### src/design/loss_detect_pkg.sv
// Summary of operation
// - One sample per channel is judged every clock; 8 ns spacing at 125 MHz.
// - Tube voltage set point is a count; 1250 means full-scale 5 V, scaled linearly.
// - One programmed threshold is compared against each channel independently.
// - A programmed window counts samples at or above threshold before a loss.
// - Full window met: raise limit-exceeded and stop writing the capture buffer.
// - Each 14-bit sample is sign-extended to 32 bits before capture.
// - On a loss the protection output goes low and stays latched low.
// - A user reset releases protection, clears limit flag and unfreezes the buffer.
// - A second output reproduces the trigger signal for debugging.
package loss_detect_pkg;

    // ----------------------------------------
    // Sample format and timing
    // ----------------------------------------
    localparam int ADC_W = 14;
    localparam int WORD_W = 32;
    localparam int SAMPLE_RATE_MHZ = 125;
    localparam int SAMPLE_PERIOD_NS = 1000 / SAMPLE_RATE_MHZ;
    localparam int SAMPLES_PER_CLK = 1;
    localparam int NUM_CH = 2;

    // ----------------------------------------
    // Set point scaling
    // ----------------------------------------
    localparam int SETPOINT_W = 11;
    localparam logic [SETPOINT_W-1:0] SETPOINT_MAX = 11'h4E2;
    localparam int SETPOINT_FULL_SCALE_MV = 5000;

    // ----------------------------------------
    // Register map (byte offsets)
    // ----------------------------------------
    localparam int ADDR_W = 12;
    localparam logic [ADDR_W-1:0] OFS_CONTROL = 12'h000;
    localparam logic [ADDR_W-1:0] OFS_THRESHOLD = 12'h004;
    localparam logic [ADDR_W-1:0] OFS_WINDOW = 12'h008;
    localparam logic [ADDR_W-1:0] OFS_SETPOINT = 12'h00C;
    localparam logic [ADDR_W-1:0] OFS_STATUS = 12'h010;
    localparam logic [ADDR_W-1:0] OFS_CAP_INDEX = 12'h014;
    localparam logic [ADDR_W-1:0] OFS_CAP_DATA_A = 12'h018;
    localparam logic [ADDR_W-1:0] OFS_CAP_DATA_B = 12'h01C;
    localparam logic [ADDR_W-1:0] OFS_CAP_WPTR = 12'h020;

    localparam int CONTROL_RESET_BIT = 0;
    localparam int STATUS_LIMIT_BIT = 0;
    localparam int STATUS_PROTECT_BIT = 1;
    localparam int STATUS_STALL_BIT = 2;
    localparam int STATUS_TRIG_BIT = 3;

    localparam logic [WORD_W-1:0] THRESHOLD_RST = 32'h0000_1FFF;
    localparam logic [SETPOINT_W-1:0] SETPOINT_RST = 11'h000;

    // ----------------------------------------
    // Types
    // ----------------------------------------
    typedef struct packed {
        logic [ADC_W-1:0] ch_b;
        logic [ADC_W-1:0] ch_a;
    } sample_pair_t;

    // ----------------------------------------
    // Functions
    // ----------------------------------------
    function automatic logic [WORD_W-1:0] sign_extend(input logic [ADC_W-1:0] s);
        return {{(WORD_W-ADC_W){s[ADC_W-1]}}, s};
    endfunction

    function automatic logic at_or_above(input logic [ADC_W-1:0] s,
                                         input logic [WORD_W-1:0] thr);
        return $signed(sign_extend(s)) >= $signed(thr);
    endfunction

endpackage

### src/design/skid_fifo.sv
`timescale 1ns/1ps
module skid_fifo
    import loss_detect_pkg::*;
#(
    parameter int WIDTH = 2 * ADC_W,
    parameter int DEPTH = 2
) (
    input wire logic clk_sys,
    input wire logic rst_n,
    input wire logic in_valid,
    output logic in_ready,
    input wire logic [WIDTH-1:0] in_data,
    output logic out_valid,
    input wire logic out_ready,
    output logic [WIDTH-1:0] out_data
);
    localparam int PTR_W = (DEPTH > 1) ? $clog2(DEPTH) : 1;
    localparam int CNT_W = $clog2(DEPTH + 1);

    initial begin
        if (DEPTH < 2 || (DEPTH & (DEPTH - 1)) != 0) begin
            $error("skid_fifo depth must be a power of two, at least 2");
        end
    end

    logic [WIDTH-1:0] mem [DEPTH];
    logic [WIDTH-1:0] next_mem [DEPTH];
    logic [PTR_W-1:0] wr_ptr, next_wr_ptr, rd_ptr, next_rd_ptr;
    logic [CNT_W-1:0] count, next_count;
    logic next_in_ready;
    logic push, pop;

    // ----------------------------------------
    // Next state
    // ----------------------------------------
    always_comb begin
        push = in_valid && in_ready;
        pop = out_valid && out_ready;
        next_mem = mem;
        next_wr_ptr = wr_ptr;
        next_rd_ptr = rd_ptr;
        if (push) begin
            next_mem[wr_ptr] = in_data;
            next_wr_ptr = wr_ptr + PTR_W'(1);
        end
        if (pop) begin
            next_rd_ptr = rd_ptr + PTR_W'(1);
        end
        next_count = count + CNT_W'(push) - CNT_W'(pop);
        next_in_ready = next_count != CNT_W'(DEPTH);
    end

    always_ff @(posedge clk_sys or negedge rst_n) begin
        if (!rst_n) begin
            wr_ptr <= '0;
            rd_ptr <= '0;
            count <= '0;
            in_ready <= 1'b0;
            for (int i = 0; i < DEPTH; i++) begin
                mem[i] <= '0;
            end
        end else begin
            wr_ptr <= next_wr_ptr;
            rd_ptr <= next_rd_ptr;
            count <= next_count;
            in_ready <= next_in_ready;
            mem <= next_mem;
        end
    end

    assign out_valid = count != '0;
    assign out_data = mem[rd_ptr];

endmodule

### src/design/beam_loss_limit_detector.sv
// Added by the designer: the address map and register access over APB.
`timescale 1ns/1ps
module beam_loss_limit_detector
    import loss_detect_pkg::*;
#(
    parameter int WINDOW_W = 16,
    parameter int CAP_DEPTH = 16,
    parameter logic [WINDOW_W-1:0] WINDOW_RST = 16'h0010
) (
    input wire logic clk_sys,
    input wire logic rst_n,
    // APB slave
    input wire logic psel,
    input wire logic penable,
    input wire logic pwrite,
    input wire logic [ADDR_W-1:0] paddr,
    input wire logic [WORD_W-1:0] pwdata,
    output logic pready,
    output logic [WORD_W-1:0] prdata,
    output logic pslverr,
    // Sample stream
    input wire logic adc_valid,
    output logic adc_ready,
    input wire sample_pair_t adc_sample,
    // Pins
    input wire logic trig_in,
    output logic protect_out_n,
    output logic trigger_readback_out,
    output logic limit_exceeded,
    output logic [SETPOINT_W-1:0] tube_voltage_setpoint
);
    localparam int IDX_W = $clog2(CAP_DEPTH);

    initial begin
        if (WINDOW_W < 1 || WINDOW_W > WORD_W) begin
            $error("window width must lie between 1 and 32");
        end
        if (CAP_DEPTH < 2 || (CAP_DEPTH & (CAP_DEPTH - 1)) != 0) begin
            $error("capture depth must be a power of two, at least 2");
        end
    end

    // ----------------------------------------
    // Trigger readback
    // ----------------------------------------
    logic trig_meta, trig_sync;

    always_ff @(posedge clk_sys or negedge rst_n) begin
        if (!rst_n) begin
            trig_meta <= 1'b0;
            trig_sync <= 1'b0;
            trigger_readback_out <= 1'b0;
        end else begin
            trig_meta <= trig_in;
            trig_sync <= trig_meta;
            trigger_readback_out <= trig_sync;
        end
    end

    // ----------------------------------------
    // Sample buffer in the stream path
    // ----------------------------------------
    logic buf_valid, buf_ready;
    sample_pair_t buf_sample;

    skid_fifo #(
        .WIDTH(2 * ADC_W),
        .DEPTH(2)
    ) u_skid (
        .clk_sys(clk_sys),
        .rst_n(rst_n),
        .in_valid(adc_valid),
        .in_ready(adc_ready),
        .in_data(adc_sample),
        .out_valid(buf_valid),
        .out_ready(buf_ready),
        .out_data(buf_sample)
    );

    // ----------------------------------------
    // Software registers
    // ----------------------------------------
    logic [WORD_W-1:0] threshold, next_threshold;
    logic [WINDOW_W-1:0] window, next_window;
    logic [SETPOINT_W-1:0] next_setpoint;
    logic [IDX_W-1:0] cap_index, next_cap_index;
    logic next_pready, next_pslverr;
    logic [WORD_W-1:0] next_prdata;
    logic [WORD_W-1:0] rd_word;
    logic mapped, wr_now, clear_req;

    // ----------------------------------------
    // Detector and capture state
    // ----------------------------------------
    logic [WINDOW_W-1:0] run [NUM_CH];
    logic [WINDOW_W-1:0] next_run [NUM_CH];
    logic [ADC_W-1:0] ch_sample [NUM_CH];
    logic [WORD_W-1:0] cap_a [CAP_DEPTH];
    logic [WORD_W-1:0] cap_b [CAP_DEPTH];
    logic [WORD_W-1:0] next_cap_a [CAP_DEPTH];
    logic [WORD_W-1:0] next_cap_b [CAP_DEPTH];
    logic [IDX_W-1:0] wptr, next_wptr;
    logic [WINDOW_W-1:0] window_eff;
    logic next_limit, next_protect_n, take, loss_now;

    // ----------------------------------------
    // APB decode
    // ----------------------------------------
    always_comb begin
        wr_now = psel && penable && pready && pwrite;
        clear_req = wr_now && (paddr == OFS_CONTROL) && pwdata[CONTROL_RESET_BIT];
        mapped = 1'b1;
        rd_word = '0;
        if (paddr == OFS_CONTROL) begin
            rd_word = '0;
        end else if (paddr == OFS_THRESHOLD) begin
            rd_word = threshold;
        end else if (paddr == OFS_WINDOW) begin
            rd_word = WORD_W'(window);
        end else if (paddr == OFS_SETPOINT) begin
            rd_word = WORD_W'(tube_voltage_setpoint);
        end else if (paddr == OFS_STATUS) begin
            rd_word[STATUS_LIMIT_BIT] = limit_exceeded;
            rd_word[STATUS_PROTECT_BIT] = protect_out_n;
            rd_word[STATUS_STALL_BIT] = !adc_ready;
            rd_word[STATUS_TRIG_BIT] = trigger_readback_out;
        end else if (paddr == OFS_CAP_INDEX) begin
            rd_word = WORD_W'(cap_index);
        end else if (paddr == OFS_CAP_DATA_A) begin
            rd_word = cap_a[cap_index];
        end else if (paddr == OFS_CAP_DATA_B) begin
            rd_word = cap_b[cap_index];
        end else if (paddr == OFS_CAP_WPTR) begin
            rd_word = WORD_W'(wptr);
        end else begin
            mapped = 1'b0;
        end

        next_pready = psel && penable && !pready;
        next_pslverr = next_pready && !mapped;
        next_prdata = (next_pready && !pwrite && mapped) ? rd_word : '0;

        next_threshold = threshold;
        next_window = window;
        next_setpoint = tube_voltage_setpoint;
        next_cap_index = cap_index;
        if (wr_now) begin
            if (paddr == OFS_THRESHOLD) begin
                next_threshold = pwdata;
            end else if (paddr == OFS_WINDOW) begin
                next_window = pwdata[WINDOW_W-1:0];
            end else if (paddr == OFS_SETPOINT) begin
                if (pwdata > WORD_W'(SETPOINT_MAX)) begin
                    next_setpoint = SETPOINT_MAX;
                end else begin
                    next_setpoint = pwdata[SETPOINT_W-1:0];
                end
            end else if (paddr == OFS_CAP_INDEX) begin
                next_cap_index = pwdata[IDX_W-1:0];
            end
        end
    end

    always_ff @(posedge clk_sys or negedge rst_n) begin
        if (!rst_n) begin
            pready <= 1'b0;
            pslverr <= 1'b0;
            prdata <= '0;
            threshold <= THRESHOLD_RST;
            window <= WINDOW_RST;
            tube_voltage_setpoint <= SETPOINT_RST;
            cap_index <= '0;
        end else begin
            pready <= next_pready;
            pslverr <= next_pslverr;
            prdata <= next_prdata;
            threshold <= next_threshold;
            window <= next_window;
            tube_voltage_setpoint <= next_setpoint;
            cap_index <= next_cap_index;
        end
    end

    // ----------------------------------------
    // Threshold detection and capture
    // ----------------------------------------
    assign buf_ready = !limit_exceeded;

    always_comb begin
        ch_sample[0] = buf_sample.ch_a;
        ch_sample[1] = buf_sample.ch_b;
        window_eff = (window == '0) ? WINDOW_W'(1) : window;
        take = buf_valid && buf_ready;
        loss_now = 1'b0;
        next_run = run;
        for (int c = 0; c < NUM_CH; c++) begin
            if (take) begin
                if (at_or_above(ch_sample[c], threshold)) begin
                    if (run[c] + WINDOW_W'(1) >= window_eff) begin
                        loss_now = 1'b1;
                        next_run[c] = window_eff;
                    end else begin
                        next_run[c] = run[c] + WINDOW_W'(1);
                    end
                end else begin
                    next_run[c] = '0;
                end
            end
            if (clear_req) begin
                next_run[c] = '0;
            end
        end

        // A loss in the same cycle as a user reset still latches
        next_limit = loss_now || (limit_exceeded && !clear_req);
        next_protect_n = !next_limit;

        next_cap_a = cap_a;
        next_cap_b = cap_b;
        next_wptr = wptr;
        if (take) begin
            next_cap_a[wptr] = sign_extend(ch_sample[0]);
            next_cap_b[wptr] = sign_extend(ch_sample[1]);
            next_wptr = wptr + IDX_W'(1);
        end
    end

    always_ff @(posedge clk_sys or negedge rst_n) begin
        if (!rst_n) begin
            limit_exceeded <= 1'b0;
            protect_out_n <= 1'b1;
            wptr <= '0;
            for (int c = 0; c < NUM_CH; c++) begin
                run[c] <= '0;
            end
            for (int i = 0; i < CAP_DEPTH; i++) begin
                cap_a[i] <= '0;
                cap_b[i] <= '0;
            end
        end else begin
            limit_exceeded <= next_limit;
            protect_out_n <= next_protect_n;
            wptr <= next_wptr;
            run <= next_run;
            cap_a <= next_cap_a;
            cap_b <= next_cap_b;
        end
    end

endmodule

### config.mk
export PLATFORM = sky130hd
export DESIGN_NAME = beam_loss_limit_detector
export DESIGN_NICKNAME = d
export VERILOG_FILES = /design/src/design/loss_detect_pkg.sv /design/src/design/skid_fifo.sv /design/src/design/beam_loss_limit_detector.sv
export SDC_FILE = /design/constraint.sdc
export NUM_CORES = 1
export LEC_CHECK = 0
export BUFFER_PORTS_ARGS = -buffer_cell sky130_fd_sc_hd__buf_4
export CORE_UTILIZATION = 45
export CTS_CLUSTER_DIAMETER = 60
export DETAILED_ROUTE_END_ITERATION = 10
export PLACE_DENSITY_LB_ADDON = 0.2
export SYNTH_ARGS = -nofsm -noshare
export SYNTH_HDL_FRONTEND = slang
export SYNTH_HIERARCHICAL = 1
export SYNTH_SLANG_ARGS = --single-unit
### constraint.sdc
create_clock -name clk_sys -period 3.82 [get_ports clk_sys]
set_clock_uncertainty 0.2 [all_clocks]
set_input_delay 0 -clock clk_sys [delete_from_list [all_inputs] [get_ports clk_sys]]
set_output_delay 0 -clock clk_sys [all_outputs]
set_load 0.03 [all_outputs]
### After elaboration in Yosys (flattened, before gate mapping)

Index checks and enable logic that the tools add are counted.

| storage, ports and cells | value |
|---|---|
| logic and storage cells | 169 |
| input port bits | 79 |
| flip-flop bits (word level) | 1223 |

| operators by class | value |
|---|---|
| $lt $le $gt $ge | 11 |
| eq/ne operators | 9 |
| muxes and demuxes | 52 |
| add/sub/neg operators | 7 |
| bitwise operators | 7 |
| reductions and logical operators | 30 |

Operators with widths:

| operator | count |
|---|---|
| $bwmux W512 | 2 |
| $mux W32 | 13 |
| $bmux W32 S4 | 2 |
| $mux W16 | 9 |
| $mux W28 | 5 |
| $demux W32 S4 | 1 |
| $ge A14 B32 Y1 | 2 |
| $bwmux W56 | 1 |
| $eq A12 B5 Y1 const B | 4 |
| $add A16 B1 Y16 const B | 2 |
| $ge A16 B16 Y1 | 2 |
| $gt A32 B11 Y1 const B | 1 |
| $demux W28 S1 | 1 |
| $eq A12 B4 Y1 const B | 2 |
| $logic_not A16 Y1 | 1 |
| $mux W1 | 15 |
| $logic_and A1 B1 Y1 | 14 |
| $eq A12 B3 Y1 const B | 1 |
| $eq A12 B6 Y1 const B | 1 |
| $logic_not A12 Y1 | 1 |
| $mux W11 | 1 |
| $ge A5 B5 Y1 const B | 2 |
| $not A4 Y5 | 2 |
| $mux W4 | 2 |
| other kinds (17) | 29 |

### Depth between registers and ports, before layout

| logic depth | value |
|---|---|
| depth in word-level cells | 13 |
| mapped depth | 16 |
| mapped depth without buffers | 13 |

### Cells and area by module

Netlist, hierarchy kept.

By module, submodules not included:

| module | seq. area each (um2) | area each (um2) | cells an instance | instances |
|---|---|---|---|---|
| beam_loss_limit_detector | 14682.8 | 29156.7 | 2162 | 1 |
| skid_fifo | 1526.5 | 2762.6 | 168 | 1 |

### Least setup slack after synthesis

Ideal clock, no wire load.

| path | value |
|---|---|
| path kind | register to register |
| start point | register run[2] in the netlist's numbering |
| end point | register run[10] in the netlist's numbering |
| arrival time | 3.797 ns |
| slack | -0.308 ns |
| path buffers | 3 |
| cell stages (with the launch flop) | 16 |
| period minus slack after synthesis | 4.128 ns |
| path through | dfrtp_1 nand3_1 or4_4 or3_1 buf_2 or3_1 xnor2_1 ha_1 o21ai_0 a21oi_1 or3_1 a221oi_1 buf_2 buf_2 mux2i_1 o22ai_1 |

| between the ends | value |
|---|---|
| cells in the longest elaborated chain, start to end | 6 |

RTL lines:

| what | line | source |
|---|---|---|
| start: declaration | beam_loss_limit_detector.sv:95 | `logic [WINDOW_W-1:0] run [NUM_CH];` |
| start signal: assignment | beam_loss_limit_detector.sv:244 | `run <= next_run;` |
| $add A16 B1 Y16 * | beam_loss_limit_detector.sv:199, beam_loss_limit_detector.sv:203 |  |
| $ge A16 B16 Y1 | beam_loss_limit_detector.sv:199 | `if (run[c] + WINDOW_W'(1) >= window_eff) begin` |
| $mux W16 * | beam_loss_limit_detector.sv:199 |  |
| $mux W16 * | beam_loss_limit_detector.sv:198 | `if (at_or_above(ch_sample[c], threshold)) begin` |
| $mux W16 * | beam_loss_limit_detector.sv:197 | `if (take) begin` |
| $mux W16 * | beam_loss_limit_detector.sv:209 | `if (clear_req) begin` |

Every way passes the cells marked *; elsewhere a longest branch is shown, timed or not. The select of a mux whose other input is x is not followed.
A chain may end at the register's enable or synchronous reset.

### Worst setup path in the final report

| path | value |
|---|---|
| start point | register run[0] in the netlist's numbering |
| end point | register run[0] in the netlist's numbering |

Same word-level chain as after synthesis.

==> flow_metrics.env <==
export IMPL_fp_dieH_um=268
export IMPL_vias_per_cell=5.91
export IMPL_ys_warn_count=6
export IMPL_hold_violations=0
export IMPL_gr_total_overflow=0
export IMPL_synth_cell_types=73
export IMPL_wl_um=91900
export IMPL_ioPinCount=128
export IMPL_dp_hpwl_um=60500
export IMPL_cp_slowest_stage_delay_ns=0.54
export IMPL_cap_violations=0
export IMPL_initial_utilization_pct=45.5
export IMPL_regArea_um2=16200
export IMPL_drc_errors=0
export IMPL_clk_pin_slew_ns=0.06
export IMPL_synthesis_nets=2511
export IMPL_fin_ws_ns=-0.0392
export IMPL_m1WireLength_um=40500
export IMPL_port_buffers=127
export IMPL_worstPathArrival_ns=4.20
export IMPL_place_ws_ns=-0.148
export IMPL_power_density_nw_per_um2=460
export IMPL_synthesis_instances=2330
export IMPL_critPathMaxFanout=6
export IMPL_whs_ns=0.0293
export IMPL_status="finished, violations left"
export IMPL_ant_nets=0
export IMPL_cts_root_buf="clkbuf_16"
export IMPL_leakagePower_nw=18.5
export IMPL_placement_cell_area_um2=34800
export IMPL_crit_chain="nand3_2 -> or4_4 -> or3_4 -> or3_4 -> xnor2_2 -> ha_1 -> o21ai_1 -> a21oi_1 -> or3_4 -> a221oi_4 -> buf_6 -> buf_12 -> mux2_4 -> o21ai_2"
export IMPL_nets=2849
export IMPL_synth_avg_cell_area_um2=13.7
export IMPL_wl_per_cell_um=25.1
export IMPL_seq_area_frac_synth_pct=50.8
export IMPL_cts_max_level=3
export IMPL_place_congestion=0.906
export IMPL_antennaDiodeCount=0
export IMPL_synthArstFlopShare_pct=100
export IMPL_grt_max_degree=112
export IMPL_die_x_um=268
export IMPL_clock_fmax_mhz=259
export IMPL_cts_buffers=75
export IMPL_drt_pass1_iterations=6
export IMPL_drtIter0Drc=1820
export IMPL_crit_top_cell="or3_4"
export IMPL_violations="negative setup slack"
export IMPL_layout_min_cycle_time_ns=3.86
export IMPL_ys_ff_latch=647
export IMPL_die_area_um2=72000
export IMPL_synth_edf_count=0
export IMPL_numClockSinks=647
export IMPL_core_um2=70100
export IMPL_rows=97
export IMPL_reg2reg_slack_ns=-0.04
export IMPL_fill_cells=5738
export IMPL_synth_area_um2=31900
export IMPL_max_slew_margin_pct=27.9
export IMPL_cp_required_ns=4.16
export IMPL_wl_met3_um=4720
export IMPL_stdcell_area_um2=39100
export IMPL_clock_path_buffers=3
export IMPL_drive_gt1_share_pct=41.6
export IMPL_holdCritPathClass="in -> reg"
export IMPL_cts_tree="built"
export IMPL_met2_length_um=44400
export IMPL_antenna_found_initial=1
export IMPL_drv_slew=0
export IMPL_rsz0062_at_grt="yes"
export IMPL_dr_max_layer_used="met5"
export IMPL_clock_latency_ns=0.62
export IMPL_track_usage_pct=26.2
export IMPL_end_kind="register"
export IMPL_setup_worst_path_start_class="register"
export IMPL_post_route_period_util_pct=101
export IMPL_vdd_ir_drop_max_uv=317
export IMPL_grt_pass1_wl_um=141000
export IMPL_grt_pass1_vias=22756
export IMPL_setup_violations=1
export IMPL_worst_pin_slew_ns=1.08
export IMPL_multi_input_area_um2=14900
export IMPL_dr_total_vias=21679
export IMPL_area_growth_pct=22.5
export IMPL_cp_slowest_cell="or4_4"
export IMPL_synth_flop_cell="dfrtp_1"
export IMPL_path_class="reg -> reg"
export IMPL_finalSetupTns_ns=-0.0392
timing repair:
item / CTS / global route
gates cloned: 2 / 1
buffers inserted: 8 / 11
endpoints found under the setup margin: 18 / 37
endpoints found under the hold margin: 796 / 0
gates resized for setup: 14 / 24
pin swaps: 9 / 12
hold buffers: 137 / 0
worst max-delay path: cells and delay by family (launching register included):
kind	cells	cell delay (ns)
AND/OR/NAND/NOR	5	1.67
adder cells (fa/ha/maj)	1	0.30
multiplexers	1	0.30
AO/OA/AOI/OAI	4	0.46
XOR/XNOR	1	0.15
flip-flops	1	0.39
buffers and inverters	2	0.32
cell type report:
| type | instances | area share (%) |
|---|---|---|
| clock buffers | 103 | 5.51 |
| repair buffers | 415 | 9.90 |
| clock inverters | 32 | 1.24 |
| well taps | 940 | 3.01 |
| inverters | 72 | 0.691 |
| flip-flops and latches | 647 | 41.5 |
| multi-input cells | 1457 | 38.2 |
cells in the final DEF (no fill, tap or decap), types with 14 or more instances in the layout:
master	count
o21ai_0	81
mux2_4	23
clkbuf_16	76
ha_1	102
mux2_2	510
nor2_1	39
a211oi_1	18
nand2_1	116
mux2i_1	32
nor3_1	14
dlygate4sd3_1	135
nand4_1	27
mux4_2	127
dfstp_2	15
clkbuf_8	15
buf_4	242
dfrtp_1	627
nand3_1	23
a21oi_1	68
xnor2_1	25
buf_12	30
inv_1	72
o22ai_1	16
cell usage after synthesis, types with 9 or more instances:
cell type  instances  share of area [%]
a211oi_1          19               0.45
a21oi_1           68                1.1
a41oi_1           13               0.36
buf_2             25               0.39
clkbuf_1         104                1.2
dfrtp_1          632                 50
dfstp_2           15                1.2
ha_1             102                4.0
inv_1             72               0.85
mux2_2           513                 18
mux2_4            20               0.94
mux2i_1           33                1.0
mux4_1            11               0.91
mux4_2           127                9.0
nand2_1          116                1.4
nand3_1           28               0.44
nand4_1           27               0.53
nor2_1            54               0.64
nor3_1            15               0.24
nor4_1            14               0.27
o21ai_0           85                1.3
o22ai_1           16               0.31
o2bb2ai_1         13               0.36
xnor2_1           27               0.74
xor2_1             9               0.25
sequential cells by signal, indices dropped and copies added (netlist names):
register               count
u_skid/wr_ptr              1
threshold                 32
cap_index                  4
cap_b                    224
limit_exceeded             1
trig_sync                  1
u_skid/rd_ptr              1
u_skid/count               2
window                    16
prdata                    32
run                       32
pready                     1
trig_meta                  1
pslverr                    1
wptr                       4
u_skid/in_ready            1
tube_voltage_setpoint     11
trigger_readback_out       1
u_skid/mem                56
protect_out_n              1
cap_a                    224
logic make-up after synthesis:
logic type                 share of synthesized area, %
adders and majority gates                          4.03
AOI/OAI and AO/OA                                  6.07
xor gates and xnor gates                          0.988
DFF                                                50.8
buffers and inverters                              3.23
muxes                                              29.9
and+or+nand+nor                                    4.96
worst paths after layout:
kind	startpoint	endpoint	cells past startpoint
min	pwdata[6]	threshold[6]	4
max reg2reg	run[0]	run[0]	14
max in group asynchronous	rst_n	cap_b[264]	4
min reg2reg	trig_sync	trigger_readback_out	0
min in group asynchronous	rst_n	window[4]	3
max	run[0]	run[0]	14
stage by stage:
step	power, mW	cells	util [%]
after detailed placement	10.3	3374	49.6
after global routing	18.6	3666	55.8
after floorplan	9.10	2330	-
after global placement	10.1	3374	49.6
after CTS	18.1	3656	55.6
final	18.0	3666	55.8
power by group:
group	switching, mW	leakage, nW	internal [mW]
Combinational	1.82	8.49	1.14
Clock	2.98	1.30	4.66
Sequential	0.203	8.66	7.19
Total	5.00	18.5	13.0
metal layers:
layer  vias to the layer above  GRT usage (%)
met5                         -              0
met4                         2           7.05
met3                       169           4.10
met2                       657           43.3
met1                     11479           36.1
li1                       9372              -
Note: power is estimated with default switching activity, not from simulation.
